## config.mk

```make
export PLATFORM = sky130hd
export DESIGN_NAME = scal_regbank
export DESIGN_NICKNAME = d
export VERILOG_FILES = /design/src/pkg/scal_pkg.sv /design/src/design/scal_reg8.sv /design/src/design/scal_regbank.sv
export SDC_FILE = /design/constraint.sdc
export NUM_CORES = 1
export LEC_CHECK = 0
export CAP_MARGIN = 10
export CORE_ASPECT_RATIO = 1.75
export CORE_UTILIZATION = 35
export DETAILED_ROUTE_END_ITERATION = 10
export DONT_BUFFER_PORTS = 1
export HOLD_SLACK_MARGIN = 0.12
export PLACE_DENSITY_LB_ADDON = 0.12
export SYNTH_ARGS = -nofsm -noshare
export SYNTH_HDL_FRONTEND = slang
export SYNTH_SLANG_ARGS = --single-unit
```

## constraint.sdc

```tcl
create_clock -name clock -period 3.4 [get_ports clock]
set_clock_uncertainty 0.2 [all_clocks]
set_input_delay 0.68 -clock clock [delete_from_list [all_inputs] [get_ports clock]]
set_output_delay 0.68 -clock clock [all_outputs]
set_load 0.005 [all_outputs]
```

## src/pkg/scal_pkg.sv

```systemverilog
// package: offsets, reset values, masks and carriers of the synth cal register bank
package scal_pkg;

    localparam int NREG = 10;

    // ------------------------------------------------------------------
    // register offsets
    // ------------------------------------------------------------------
    localparam logic [5:0] OFF_CP     = 6'h23;
    localparam logic [5:0] OFF_VCO    = 6'h24;
    localparam logic [5:0] OFF_COARSE = 6'h25;
    localparam logic [5:0] OFF_CTRL   = 6'h26;
    localparam logic [5:0] OFF_RES_A  = 6'h29;
    localparam logic [5:0] OFF_RES_B  = 6'h2a;
    localparam logic [5:0] OFF_RES_C  = 6'h2b;
    localparam logic [5:0] OFF_T_HI   = 6'h2c;
    localparam logic [5:0] OFF_T_MID  = 6'h2d;
    localparam logic [5:0] OFF_T_LO   = 6'h2e;

    // ------------------------------------------------------------------
    // reset values
    // ------------------------------------------------------------------
    localparam logic [7:0] RST_CP     = 8'ha9;
    localparam logic [7:0] RST_VCO    = 8'h0a;
    localparam logic [7:0] RST_COARSE = 8'h20;
    localparam logic [7:0] RST_CTRL   = 8'h0d;
    localparam logic [7:0] RST_RES_A  = 8'h59;
    localparam logic [7:0] RST_RES_B  = 8'h7f;
    localparam logic [7:0] RST_RES_C  = 8'h3f;
    localparam logic [7:0] RST_T_HI   = 8'h88;
    localparam logic [7:0] RST_T_MID  = 8'h31;
    localparam logic [7:0] RST_T_LO   = 8'h0b;

    // analog-side values forced on wake when converter retention is set
    localparam logic [7:0] T_HI_RET   = 8'h81;
    localparam logic [7:0] T_MID_RET  = 8'h35;

    // ------------------------------------------------------------------
    // implemented-bit masks
    // ------------------------------------------------------------------
    localparam logic [7:0] MASK_ALL    = 8'hff;
    localparam logic [7:0] MASK_VCO    = 8'h3f;
    localparam logic [7:0] MASK_COARSE = 8'h3f;
    localparam logic [7:0] MASK_CTRL   = 8'h7f;

    // ------------------------------------------------------------------
    // field positions
    // ------------------------------------------------------------------
    localparam int CP_CFG_LSB   = 6;
    localparam int CP_EN_LSB    = 4;
    localparam int CP_RES_LSB   = 0;
    localparam int VCO_CORE_BIT = 5;
    localparam int VCO_CUR_LSB  = 0;
    localparam int VCO_SEL_BIT  = 1;

    // ------------------------------------------------------------------
    // tables indexed by register slot
    // ------------------------------------------------------------------
    localparam logic [NREG-1:0][5:0] REG_OFF = {OFF_T_LO, OFF_T_MID, OFF_T_HI, OFF_RES_C,
        OFF_RES_B, OFF_RES_A, OFF_CTRL, OFF_COARSE, OFF_VCO, OFF_CP};
    localparam logic [NREG-1:0][7:0] REG_RST = {RST_T_LO, RST_T_MID, RST_T_HI, RST_RES_C,
        RST_RES_B, RST_RES_A, RST_CTRL, RST_COARSE, RST_VCO, RST_CP};
    localparam logic [NREG-1:0][7:0] REG_MASK = {MASK_ALL, MASK_ALL, MASK_ALL, MASK_ALL,
        MASK_ALL, MASK_ALL, MASK_CTRL, MASK_COARSE, MASK_VCO, MASK_ALL};
    localparam logic [NREG-1:0] REG_VOLATILE = 10'h3f0;

    localparam int IX_CP     = 0;
    localparam int IX_VCO    = 1;
    localparam int IX_COARSE = 2;
    localparam int IX_CTRL   = 3;
    localparam int IX_RES_A  = 4;
    localparam int IX_RES_B  = 5;
    localparam int IX_RES_C  = 6;
    localparam int IX_T_HI   = 7;
    localparam int IX_T_MID  = 8;
    localparam int IX_T_LO   = 9;

    // ------------------------------------------------------------------
    // carriers
    // ------------------------------------------------------------------
    typedef struct packed {
        logic       we;
        logic       re;
        logic [5:0] addr;
        logic [7:0] wdata;
    } scal_req_t;

    typedef struct packed {
        logic       cp_we;
        logic [3:0] cp_res;
        logic       vco_we;
        logic [4:0] vco_cur;
        logic       coarse_we;
        logic [5:0] coarse;
    } scal_result_t;

    typedef struct packed {
        logic [1:0] cal_cfg;
        logic       cp_stage_en;
        logic [3:0] cp_code;
        logic       vco_core_high_select;
        logic [4:0] vco_cur;
        logic [5:0] coarse;
        logic [6:0] cal_ctrl;
        logic       vco_choice_cal_enable;
        logic [7:0] res_a;
        logic [7:0] res_b;
        logic [7:0] res_c;
        logic [7:0] test_high;
        logic [7:0] test_mid;
        logic [7:0] test_low;
    } scal_cfg_t;

endpackage

```

## src/design/scal_reg8.sv

```systemverilog
// one 8-bit configuration register with software write, calibration load and wake restore
module scal_reg8 #(
    parameter logic [7:0] RESET    = 8'h00,
    parameter logic [7:0] MASK     = 8'hff,
    parameter bit         VOLATILE = 1'b0
) (
    input  wire logic       clock,
    input  wire logic       rst_n,
    input  wire logic       wake,
    input  wire logic       sw_we,
    input  wire logic [7:0] sw_data,
    input  wire logic       hw_we,
    input  wire logic [7:0] hw_data,
    output logic      [7:0] q
);

    // unused bits never store a one; a software write overrides a calibration load
    always_ff @(posedge clock or negedge rst_n) begin
        if (!rst_n) begin
            q <= RESET;
        end else if (VOLATILE && wake) begin
            q <= RESET;
        end else if (sw_we) begin
            q <= sw_data & MASK;
        end else if (hw_we) begin
            q <= hw_data & MASK;
        end
    end

endmodule

```

## src/design/scal_regbank.sv

```systemverilog
// synthesizer calibration and test register bank
// Overview of operation
// - Bits 7:6 of synth_cal_charge_pump are a read-write calibration setting resetting to 2.
// - Bits 5:4 of synth_cal_charge_pump reset to 2 and skip charge pump calibration at zero.
// - Bits 3:0 of synth_cal_charge_pump hold the charge pump result, resetting to 9.
// - Bit 5 of synth_cal_vco_current picks the high VCO core when set and resets to 0.
// - Bits 4:0 of synth_cal_vco_current hold the VCO current result or override, reset 10.
// - Bits 5:0 of synth_cal_coarse_tune hold the coarse tuning setting, reset 0x20.
// - Bits 6:0 of synth_cal_control are a read-write control value resetting to 0x0d.
// - The reserved and test registers lose their contents in sleep and must be rewritten.
// - On wake test_settings_high drives 0x88 or 0x81 inside by the retention setting.
// - On wake a read of test_settings_high returns 0x88 whatever the retention setting.
// - On wake test_settings_mid drives 0x31 or 0x35 inside by the retention setting.
// - On wake a read of test_settings_mid returns 0x31 whatever the retention setting.
// - Bit 1 of test_settings_low enables VCO choice calibration, reset 1; rest 000010, 1.
module scal_regbank (
    input  wire logic                 clock,
    input  wire logic                 rst_n,
    input  wire scal_pkg::scal_req_t  req,
    input  wire scal_pkg::scal_result_t cal_result,
    input  wire logic                 sleep,
    input  wire logic                 converter_retention,
    output logic [7:0]                rdata,
    output logic                      rvalid,
    output scal_pkg::scal_cfg_t       cfg
);

    localparam int N = scal_pkg::NREG;

    logic [N-1:0][7:0] qv;
    logic [N-1:0][7:0] hw_data;
    logic [N-1:0]      hw_we;
    logic [N-1:0]      sw_we;
    logic              sleep_q;
    logic              wake;
    logic              hi_forced;
    logic              mid_forced;

    // ------------------------------------------------------------------
    // sleep exit detection
    // ------------------------------------------------------------------
    always_ff @(posedge clock or negedge rst_n) begin
        if (!rst_n) begin
            sleep_q <= 1'b0;
        end else begin
            sleep_q <= sleep;
        end
    end

    assign wake = sleep_q & ~sleep;

    // ------------------------------------------------------------------
    // write decode and calibration loads
    // ------------------------------------------------------------------
    always_comb begin
        for (int i = 0; i < N; i++) begin
            sw_we[i]   = req.we && !sleep && (req.addr == scal_pkg::REG_OFF[i]);
            hw_we[i]   = 1'b0;
            hw_data[i] = qv[i];
        end
        // calibration result lands only in its own field
        hw_we[scal_pkg::IX_CP]            = cal_result.cp_we;
        hw_data[scal_pkg::IX_CP][3:0]     = cal_result.cp_res;
        hw_we[scal_pkg::IX_VCO]           = cal_result.vco_we;
        hw_data[scal_pkg::IX_VCO][4:0]    = cal_result.vco_cur;
        hw_we[scal_pkg::IX_COARSE]        = cal_result.coarse_we;
        hw_data[scal_pkg::IX_COARSE][5:0] = cal_result.coarse;
    end

    // ------------------------------------------------------------------
    // register slots
    // ------------------------------------------------------------------
    // reserved and test slots restore their reset value on wake
    for (genvar g = 0; g < N; g++) begin : g_reg
        scal_reg8 #(
            .RESET    (scal_pkg::REG_RST[g]),
            .MASK     (scal_pkg::REG_MASK[g]),
            .VOLATILE (scal_pkg::REG_VOLATILE[g])
        ) u_reg (
            .clock   (clock),
            .rst_n   (rst_n),
            .wake    (wake),
            .sw_we   (sw_we[g]),
            .sw_data (req.wdata),
            .hw_we   (hw_we[g]),
            .hw_data (hw_data[g]),
            .q       (qv[g])
        );
    end

    // ------------------------------------------------------------------
    // wake-forced analog values for the test registers
    // ------------------------------------------------------------------
    always_ff @(posedge clock or negedge rst_n) begin
        if (!rst_n) begin
            hi_forced <= 1'b0;
        end else if (wake) begin
            hi_forced <= 1'b1;
        end else if (sw_we[scal_pkg::IX_T_HI]) begin
            hi_forced <= 1'b0;
        end
    end

    always_ff @(posedge clock or negedge rst_n) begin
        if (!rst_n) begin
            mid_forced <= 1'b0;
        end else if (wake) begin
            mid_forced <= 1'b1;
        end else if (sw_we[scal_pkg::IX_T_MID]) begin
            mid_forced <= 1'b0;
        end
    end

    // ------------------------------------------------------------------
    // register read port
    // ------------------------------------------------------------------
    // stored value is returned, never the forced analog value
    always_ff @(posedge clock or negedge rst_n) begin
        if (!rst_n) begin
            rdata  <= 8'h00;
            rvalid <= 1'b0;
        end else begin
            rvalid <= req.re;
            if (req.re) begin
                rdata <= 8'h00;
                for (int i = 0; i < N; i++) begin
                    if (req.addr == scal_pkg::REG_OFF[i]) begin
                        rdata <= qv[i];
                    end
                end
            end
        end
    end

    // ------------------------------------------------------------------
    // configuration toward the synthesizer and analog part
    // ------------------------------------------------------------------
    always_ff @(posedge clock or negedge rst_n) begin
        if (!rst_n) begin
            cfg <= '0;
        end else begin
            cfg.cal_cfg     <= qv[scal_pkg::IX_CP][scal_pkg::CP_CFG_LSB +: 2];
            cfg.cp_stage_en <= |qv[scal_pkg::IX_CP][scal_pkg::CP_EN_LSB +: 2];
            cfg.cp_code     <= qv[scal_pkg::IX_CP][scal_pkg::CP_RES_LSB +: 4];
            cfg.vco_core_high_select <=
                qv[scal_pkg::IX_VCO][scal_pkg::VCO_CORE_BIT];
            cfg.vco_cur     <= qv[scal_pkg::IX_VCO][scal_pkg::VCO_CUR_LSB +: 5];
            cfg.coarse      <= qv[scal_pkg::IX_COARSE][5:0];
            cfg.cal_ctrl    <= qv[scal_pkg::IX_CTRL][6:0];
            cfg.vco_choice_cal_enable <=
                qv[scal_pkg::IX_T_LO][scal_pkg::VCO_SEL_BIT];
            cfg.res_a       <= qv[scal_pkg::IX_RES_A];
            cfg.res_b       <= qv[scal_pkg::IX_RES_B];
            cfg.res_c       <= qv[scal_pkg::IX_RES_C];
            cfg.test_low    <= qv[scal_pkg::IX_T_LO];
            if (hi_forced) begin
                cfg.test_high <= converter_retention ? scal_pkg::T_HI_RET
                                                     : scal_pkg::RST_T_HI;
            end else begin
                cfg.test_high <= qv[scal_pkg::IX_T_HI];
            end
            if (mid_forced) begin
                cfg.test_mid <= converter_retention ? scal_pkg::T_MID_RET
                                                    : scal_pkg::RST_T_MID;
            end else begin
                cfg.test_mid <= qv[scal_pkg::IX_T_MID];
            end
        end
    end

    // ------------------------------------------------------------------
    // assertions
    // ------------------------------------------------------------------
    property p_cal_cfg;
        @(posedge clock) disable iff (!rst_n)
        sw_we[scal_pkg::IX_CP] |=> ##1 (cfg.cal_cfg == $past(req.wdata[7:6], 2));
    endproperty
    a_cal_cfg:
        assert property (p_cal_cfg) else $error("cal config field not applied");

    property p_cp_stage;
        @(posedge clock) disable iff (!rst_n)
        (qv[scal_pkg::IX_CP][5:4] == 2'b00) |=> !cfg.cp_stage_en;
    endproperty
    a_cp_stage:
        assert property (p_cp_stage) else $error("charge pump stage enabled at zero");

    property p_cp_result;
        @(posedge clock) disable iff (!rst_n)
        (cal_result.cp_we && !sw_we[scal_pkg::IX_CP]) |=>
            (qv[scal_pkg::IX_CP][3:0] == $past(cal_result.cp_res)) &&
            (qv[scal_pkg::IX_CP][7:4] == $past(qv[scal_pkg::IX_CP][7:4]));
    endproperty
    a_cp_result:
        assert property (p_cp_result) else $error("charge pump result load wrong");

    property p_vco_write;
        @(posedge clock) disable iff (!rst_n)
        sw_we[scal_pkg::IX_VCO] |=> (qv[scal_pkg::IX_VCO] == ($past(req.wdata) & 8'h3f));
    endproperty
    a_vco_write:
        assert property (p_vco_write) else $error("vco current override lost");

    property p_coarse;
        @(posedge clock) disable iff (!rst_n)
        (cal_result.coarse_we && !sw_we[scal_pkg::IX_COARSE]) |=> ##1
            (cfg.coarse == $past(cal_result.coarse, 2));
    endproperty
    a_coarse:
        assert property (p_coarse) else $error("coarse tune result not visible");

    property p_wake_clear;
        @(posedge clock) disable iff (!rst_n)
        wake |=> (qv[scal_pkg::IX_RES_A] == 8'h59) && (qv[scal_pkg::IX_T_LO] == 8'h0b);
    endproperty
    a_wake_clear:
        assert property (p_wake_clear) else $error("volatile register kept contents");

    property p_hi_forced;
        @(posedge clock) disable iff (!rst_n)
        wake |=> ##1 (cfg.test_high == ($past(converter_retention) ? 8'h81 : 8'h88));
    endproperty
    a_hi_forced:
        assert property (p_hi_forced) else $error("test high analog value wrong on wake");

    property p_hi_read;
        @(posedge clock) disable iff (!rst_n)
        wake ##1 (req.re && req.addr == scal_pkg::OFF_T_HI) |=> (rdata == 8'h88);
    endproperty
    a_hi_read:
        assert property (p_hi_read) else $error("test high read not 0x88 after wake");

    property p_mid_forced;
        @(posedge clock) disable iff (!rst_n)
        wake |=> ##1 (cfg.test_mid == ($past(converter_retention) ? 8'h35 : 8'h31));
    endproperty
    a_mid_forced:
        assert property (p_mid_forced) else $error("test mid analog value wrong on wake");

    property p_mid_read;
        @(posedge clock) disable iff (!rst_n)
        wake ##1 (req.re && req.addr == scal_pkg::OFF_T_MID) |=> (rdata == 8'h31);
    endproperty
    a_mid_read:
        assert property (p_mid_read) else $error("test mid read not 0x31 after wake");

    property p_vco_sel;
        @(posedge clock) disable iff (!rst_n)
        (sw_we[scal_pkg::IX_T_LO] && !wake) |=> ##1
            (cfg.vco_choice_cal_enable == $past(req.wdata[1], 2));
    endproperty
    a_vco_sel:
        assert property (p_vco_sel) else $error("vco choice enable not applied");

    property p_unused_zero;
        @(posedge clock) disable iff (!rst_n)
        (req.re && (req.addr == scal_pkg::OFF_VCO || req.addr == scal_pkg::OFF_COARSE))
            |=> (rdata[7:6] == 2'b00);
    endproperty
    a_unused_zero:
        assert property (p_unused_zero) else $error("unused bits read nonzero");

    property p_cp_code;
        @(posedge clock) disable iff (!rst_n)
        (cal_result.cp_we && !sw_we[scal_pkg::IX_CP]) |=> ##1
            (cfg.cp_code == $past(cal_result.cp_res, 2));
    endproperty
    a_cp_code:
        assert property (p_cp_code) else $error("charge pump code not forwarded");

    property p_vco_core;
        @(posedge clock) disable iff (!rst_n)
        sw_we[scal_pkg::IX_VCO] |=> ##1
            (cfg.vco_core_high_select == $past(req.wdata[5], 2));
    endproperty
    a_vco_core:
        assert property (p_vco_core) else $error("vco core select not applied");

    property p_cal_ctrl;
        @(posedge clock) disable iff (!rst_n)
        sw_we[scal_pkg::IX_CTRL] |=> ##1 (cfg.cal_ctrl == $past(req.wdata[6:0], 2));
    endproperty
    a_cal_ctrl:
        assert property (p_cal_ctrl) else $error("calibration control not applied");

    property p_hi_hold_read;
        @(posedge clock) disable iff (!rst_n)
        (hi_forced && req.re && req.addr == scal_pkg::OFF_T_HI) |=> (rdata == 8'h88);
    endproperty
    a_hi_hold_read:
        assert property (p_hi_hold_read) else $error("test high read not 0x88 while forced");

    property p_mid_hold_read;
        @(posedge clock) disable iff (!rst_n)
        (mid_forced && req.re && req.addr == scal_pkg::OFF_T_MID) |=> (rdata == 8'h31);
    endproperty
    a_mid_hold_read:
        assert property (p_mid_hold_read) else $error("test mid read not 0x31 while forced");

    c_wake_ret: cover property (@(posedge clock) disable iff (!rst_n)
        wake && converter_retention);
    c_cp_skip: cover property (@(posedge clock) disable iff (!rst_n)
        sw_we[scal_pkg::IX_CP] && req.wdata[5:4] == 2'b00);
    c_cal_load: cover property (@(posedge clock) disable iff (!rst_n)
        cal_result.vco_we ##1 req.re && req.addr == scal_pkg::OFF_VCO);
    c_hi_rewrite: cover property (@(posedge clock) disable iff (!rst_n)
        wake ##[1:5] sw_we[scal_pkg::IX_T_HI]);
    c_forced_read: cover property (@(posedge clock) disable iff (!rst_n)
        hi_forced && req.re && req.addr == scal_pkg::OFF_T_HI);

endmodule

```

==> results.txt <==
----------------------------------------------------
[Clocking]
  Number of clock sinks ... 161
  H-tree levels ... 4
  Clock transition at path regs ... 0.07 ns
  Postcts setup bufs ... 0
  Clock buffer count from CTS ... 17
  Number of buffers on the longest clock path ... 2
  Hold buffer count at cts ... 2
  CTS resizes ... 0
  CTS tree ... yes
  Clock Latency Late Sink ... about 0.43 ns
  CTS Root Cell ... sky130_fd_sc_hd__clkbuf_16

[Yosys]
  Post-synth top cells ... 126 x sky130_fd_sc_hd__dfrtp_1, 85 x sky130_fd_sc_hd__nand2_1, 35 x sky130_fd_sc_hd__dfstp_2
  Async SR Flop Fraction ... 1.00
  Number of flip-flops and latches in the synthesized netlist ... 161
  Number of synthesized flops with an enable pin ... 0
  Count of different cell masters after synthesis ... 55
  Syn_area_per_cell ... 11.5 um2
  Leading cell types by total area after synthesis ... sky130_fd_sc_hd__dfrtp_1 49%, sky130_fd_sc_hd__dfstp_2 14%, sky130_fd_sc_hd__mux2i_1 5.2%, sky130_fd_sc_hd__nand2_1 5.0%, sky130_fd_sc_hd__nand3_1 2.3%
  Gate count of the mapped netlist ... around 550
  Synth Flop Type ... sky130_fd_sc_hd__dfrtp_1
  Net count of the mapped netlist ... 591
  Cell type with the highest aggregate area in the netlist ... sky130_fd_sc_hd__dfrtp_1
  Syn Std Cell Area ... 6380 um2
  Most common cell in the synthesized netlist ... sky130_fd_sc_hd__dfrtp_1
  Share of the synthesized area in the top cell type ... 0.494
  Syn. warnings ... 0
  Part of the Yosys area used for sequential elements ... 0.638

[Floorplan]
  Die Y ... 181 um
  Area of the die ... 18800 um2
  Std-Cell Core Area ... ~18000 um2
  Core Rows ... 65
  Initial cell density of the core ... 0.355
  Die boundary width ... between 100 and 150 um
  Number of top-level design ports ... approximately 120

[Route]
  Final antenna-violating net count ... 0
  Post-detailed-routing wire length ... approximately 19000 um
  Iteration-0 DRC count of the detailed router ... 251
  1st-pass router iterations ... 5
  Routed wirelength normalized by instance count ... 24.0 um
  Avg Vias per Cell ... 5.43
  DRC violation count after routing ... 0
  Detailed-route via count ... 4273

[STA]
  Setup TNS after final layout ... 0 ns
  Pin slew with the least headroom to its limit ... between 0.6 and 0.7 ns
  Worst hold slack ... -0.251 ns
  Relative slew slack ... 0.550
  Post-route clock period utilization ... 0.643
  Final Max Slew Viols ... 0
  Finish-stage setup viols ... 0
  Unrepaired setup endpoints after global routing ... no
  Number of hold-slack violations in the final timing report ... about 130
  Highest clock rate ... 458 MHz
  Post-layout min period ... 2.19 ns

[Finish]
  Finished layout cell area ... 7180 um2
  Layout Nets ... around 580
  Layout cell share with drive strength beyond 1 ... 0.166
  Final std cells w/o fill ... 787
  Final Util ... 0.400
  Area growth from synthesis to layout ... 12.6%
  Number of inserted diodes ... 0

[Place]
  Cells after DPL ... approximately 750
  Final HPWL from detailed placement ... 12800 um
  Count of buffers from port buffering ... 0
  Post-place instance area ... 6530 um2
  Routability cong. ... 0.828

[Worst hold path]
  Kind of path behind the tightest hold check ... input port to async pin

[GRT]
  Global-route wire length before repair ... 28900 um
  Largest net degree at the start of global routing ... 162
  Global Route met2 Usage ... 0.387
  Vias in the first global route ... 4494
  Global routing usage on met3 ... 0.0499
  Antenna violations before repair ... 0
  Most heavily used metal layer in global routing ... met2
  Overall track demand over capacity in global routing ... 0.213
  Remaining global-route overflow ... 0
  Met1 global-route usage ... 0.232

[Critical path]
  End of the worst register-to-register path ... rdata[1]
  Kind of critical path ... input port to register
  Critical path launch point type ... input port
  Req. time, crit path ... 3.55 ns
  Depth of the worst register-to-register path ... 4
  Launch point of the worst reg-to-reg path ... g_reg[2].u_reg.q[1]
  Data arrival time at the worst-slack endpoint ... approximately 2.3 ns
  Setup slack on the worst flop-to-flop path ... 1.49 ns
  CP Capture Type ... register
  Worst-path fanout max ... 14

[Power]
  Power share of the clock group ... 0.470
  Comb pwr share ... 0.033
  Portion of total power attributed to sequential cells ... 0.497
  Peak ir drop on the vdd network ... 0.000276 V
  Power dissipated by switching net loads ... 933 uW
  Ratio of total power to cell area ... 583 nW/um2
  Sum of internal, switching and leakage power ... 4.19 mW
  LEAKAGE ... 3.05 nW
  Switching fraction of total power ... 0.223
  Internal power summed over all cells ... 3.26 mW

[Flow run]
  Count of maximum capacitance violations ... 0

[Outcome]
  Violated checks ... negative hold slack
  Run status ... finished, violations left

----------------------------------------------------
## metal layers
| metal | wire length, um | vias to the layer above |
|---|---|---|
| met3 | 1060 | 29 |
| met1 | 6780 | 2198 |
| met4 | 573 | 0 |
| met2 | 10500 | 156 |
| met5 | 0 | - |
| li1 | - | 1890 |
## worst max path at each step
stage | startpoint | to | slack, ns | cells after the start
global route | req[10] | g_reg[6].u_reg.q[6] | 1.0 | 5
global placement | req[10] | g_reg[6].u_reg.q[7] | 0.86 | 5
finish | req[10] | g_reg[6].u_reg.q[6] | 1.21 | 5
floorplan | req[11] | g_reg[7].u_reg.q[2] | 1.20 | 7
CTS | req[10] | g_reg[6].u_reg.q[6] | 1.23 | 5
detailed placement | req[10] | g_reg[6].u_reg.q[6] | 0.77 | 5
## layout make-up
| type | count | area, um2 |
|---|---|---|
| Timing Repair Buffer | 6 | 70.1 |
| Clock buffer | 20 | 447 |
| Multi-Input combinational cell | 349 | 2120 |
| Clock inverter | 12 | 159 |
| Tap cell | 234 | 293 |
| Fill cell | 1707 | 10800 |
| Inverter | 5 | 18.8 |
| Sequential cell | 161 | 4070 |
## state kept, by name, indices dropped and copies added (netlist names)
register    cells
cfg            74
hi_forced       1
rdata           8
rvalid          1
g.u_reg.q      75
sleep_q         1
mid_forced      1
## placed cells by master, fill, tap and decap left out, drive strengths merged, types with 15 or more instances in the layout
master,synthesis,final
mux2i,33,33
nor2b,15,15
nand2,86,86
dfrtp,126,126
nor2,28,28
nand3,29,29
clkbuf,20,20
mux2,18,18
dfstp,35,35
o21ai,38,38
a21oi,28,28
## logic make-up after synthesis
kind of cell / Yosys count / share of synthesized area
mux: 51 / 0.0835
flops: 161 / 0.638
simple gates: 197 / 0.153
buf+inv: 43 / 0.0290
compound gates: 101 / 0.0965
## power groups by stage
| stage | clock [mW] | combinational, mW | sequential [mW] |
|---|---|---|---|
| floorplan | 0 | 0.131 | 2.08 |
| global placement | 0 | 0.132 | 2.12 |
| detailed placement | 0 | 0.134 | 2.12 |
| CTS | 2.03 | 0.137 | 2.09 |
| global route | 2.10 | 0.154 | 2.09 |
| finish | 1.97 | 0.139 | 2.08 |
## critical path, cell delays in order
cell,delay (ns)
sky130_fd_sc_hd__and4bb_1,0.47
sky130_fd_sc_hd__nand3_1,0.42
sky130_fd_sc_hd__nor2_1,0.51
sky130_fd_sc_hd__nand2_1,0.12
sky130_fd_sc_hd__a21oi_1,0.14
## metrics by stage
step           hold WS, ns  setup slack, ns
4_1_cts             -0.273             1.23
2_1_floorplan        0.163             1.20
6_report            -0.251             1.21
3_3_place_gp         0.186            0.856
5_1_grt             -0.272            0.998
3_5_place_dp         0.192            0.774
Note: power is estimated with default switching activity, not from simulation.
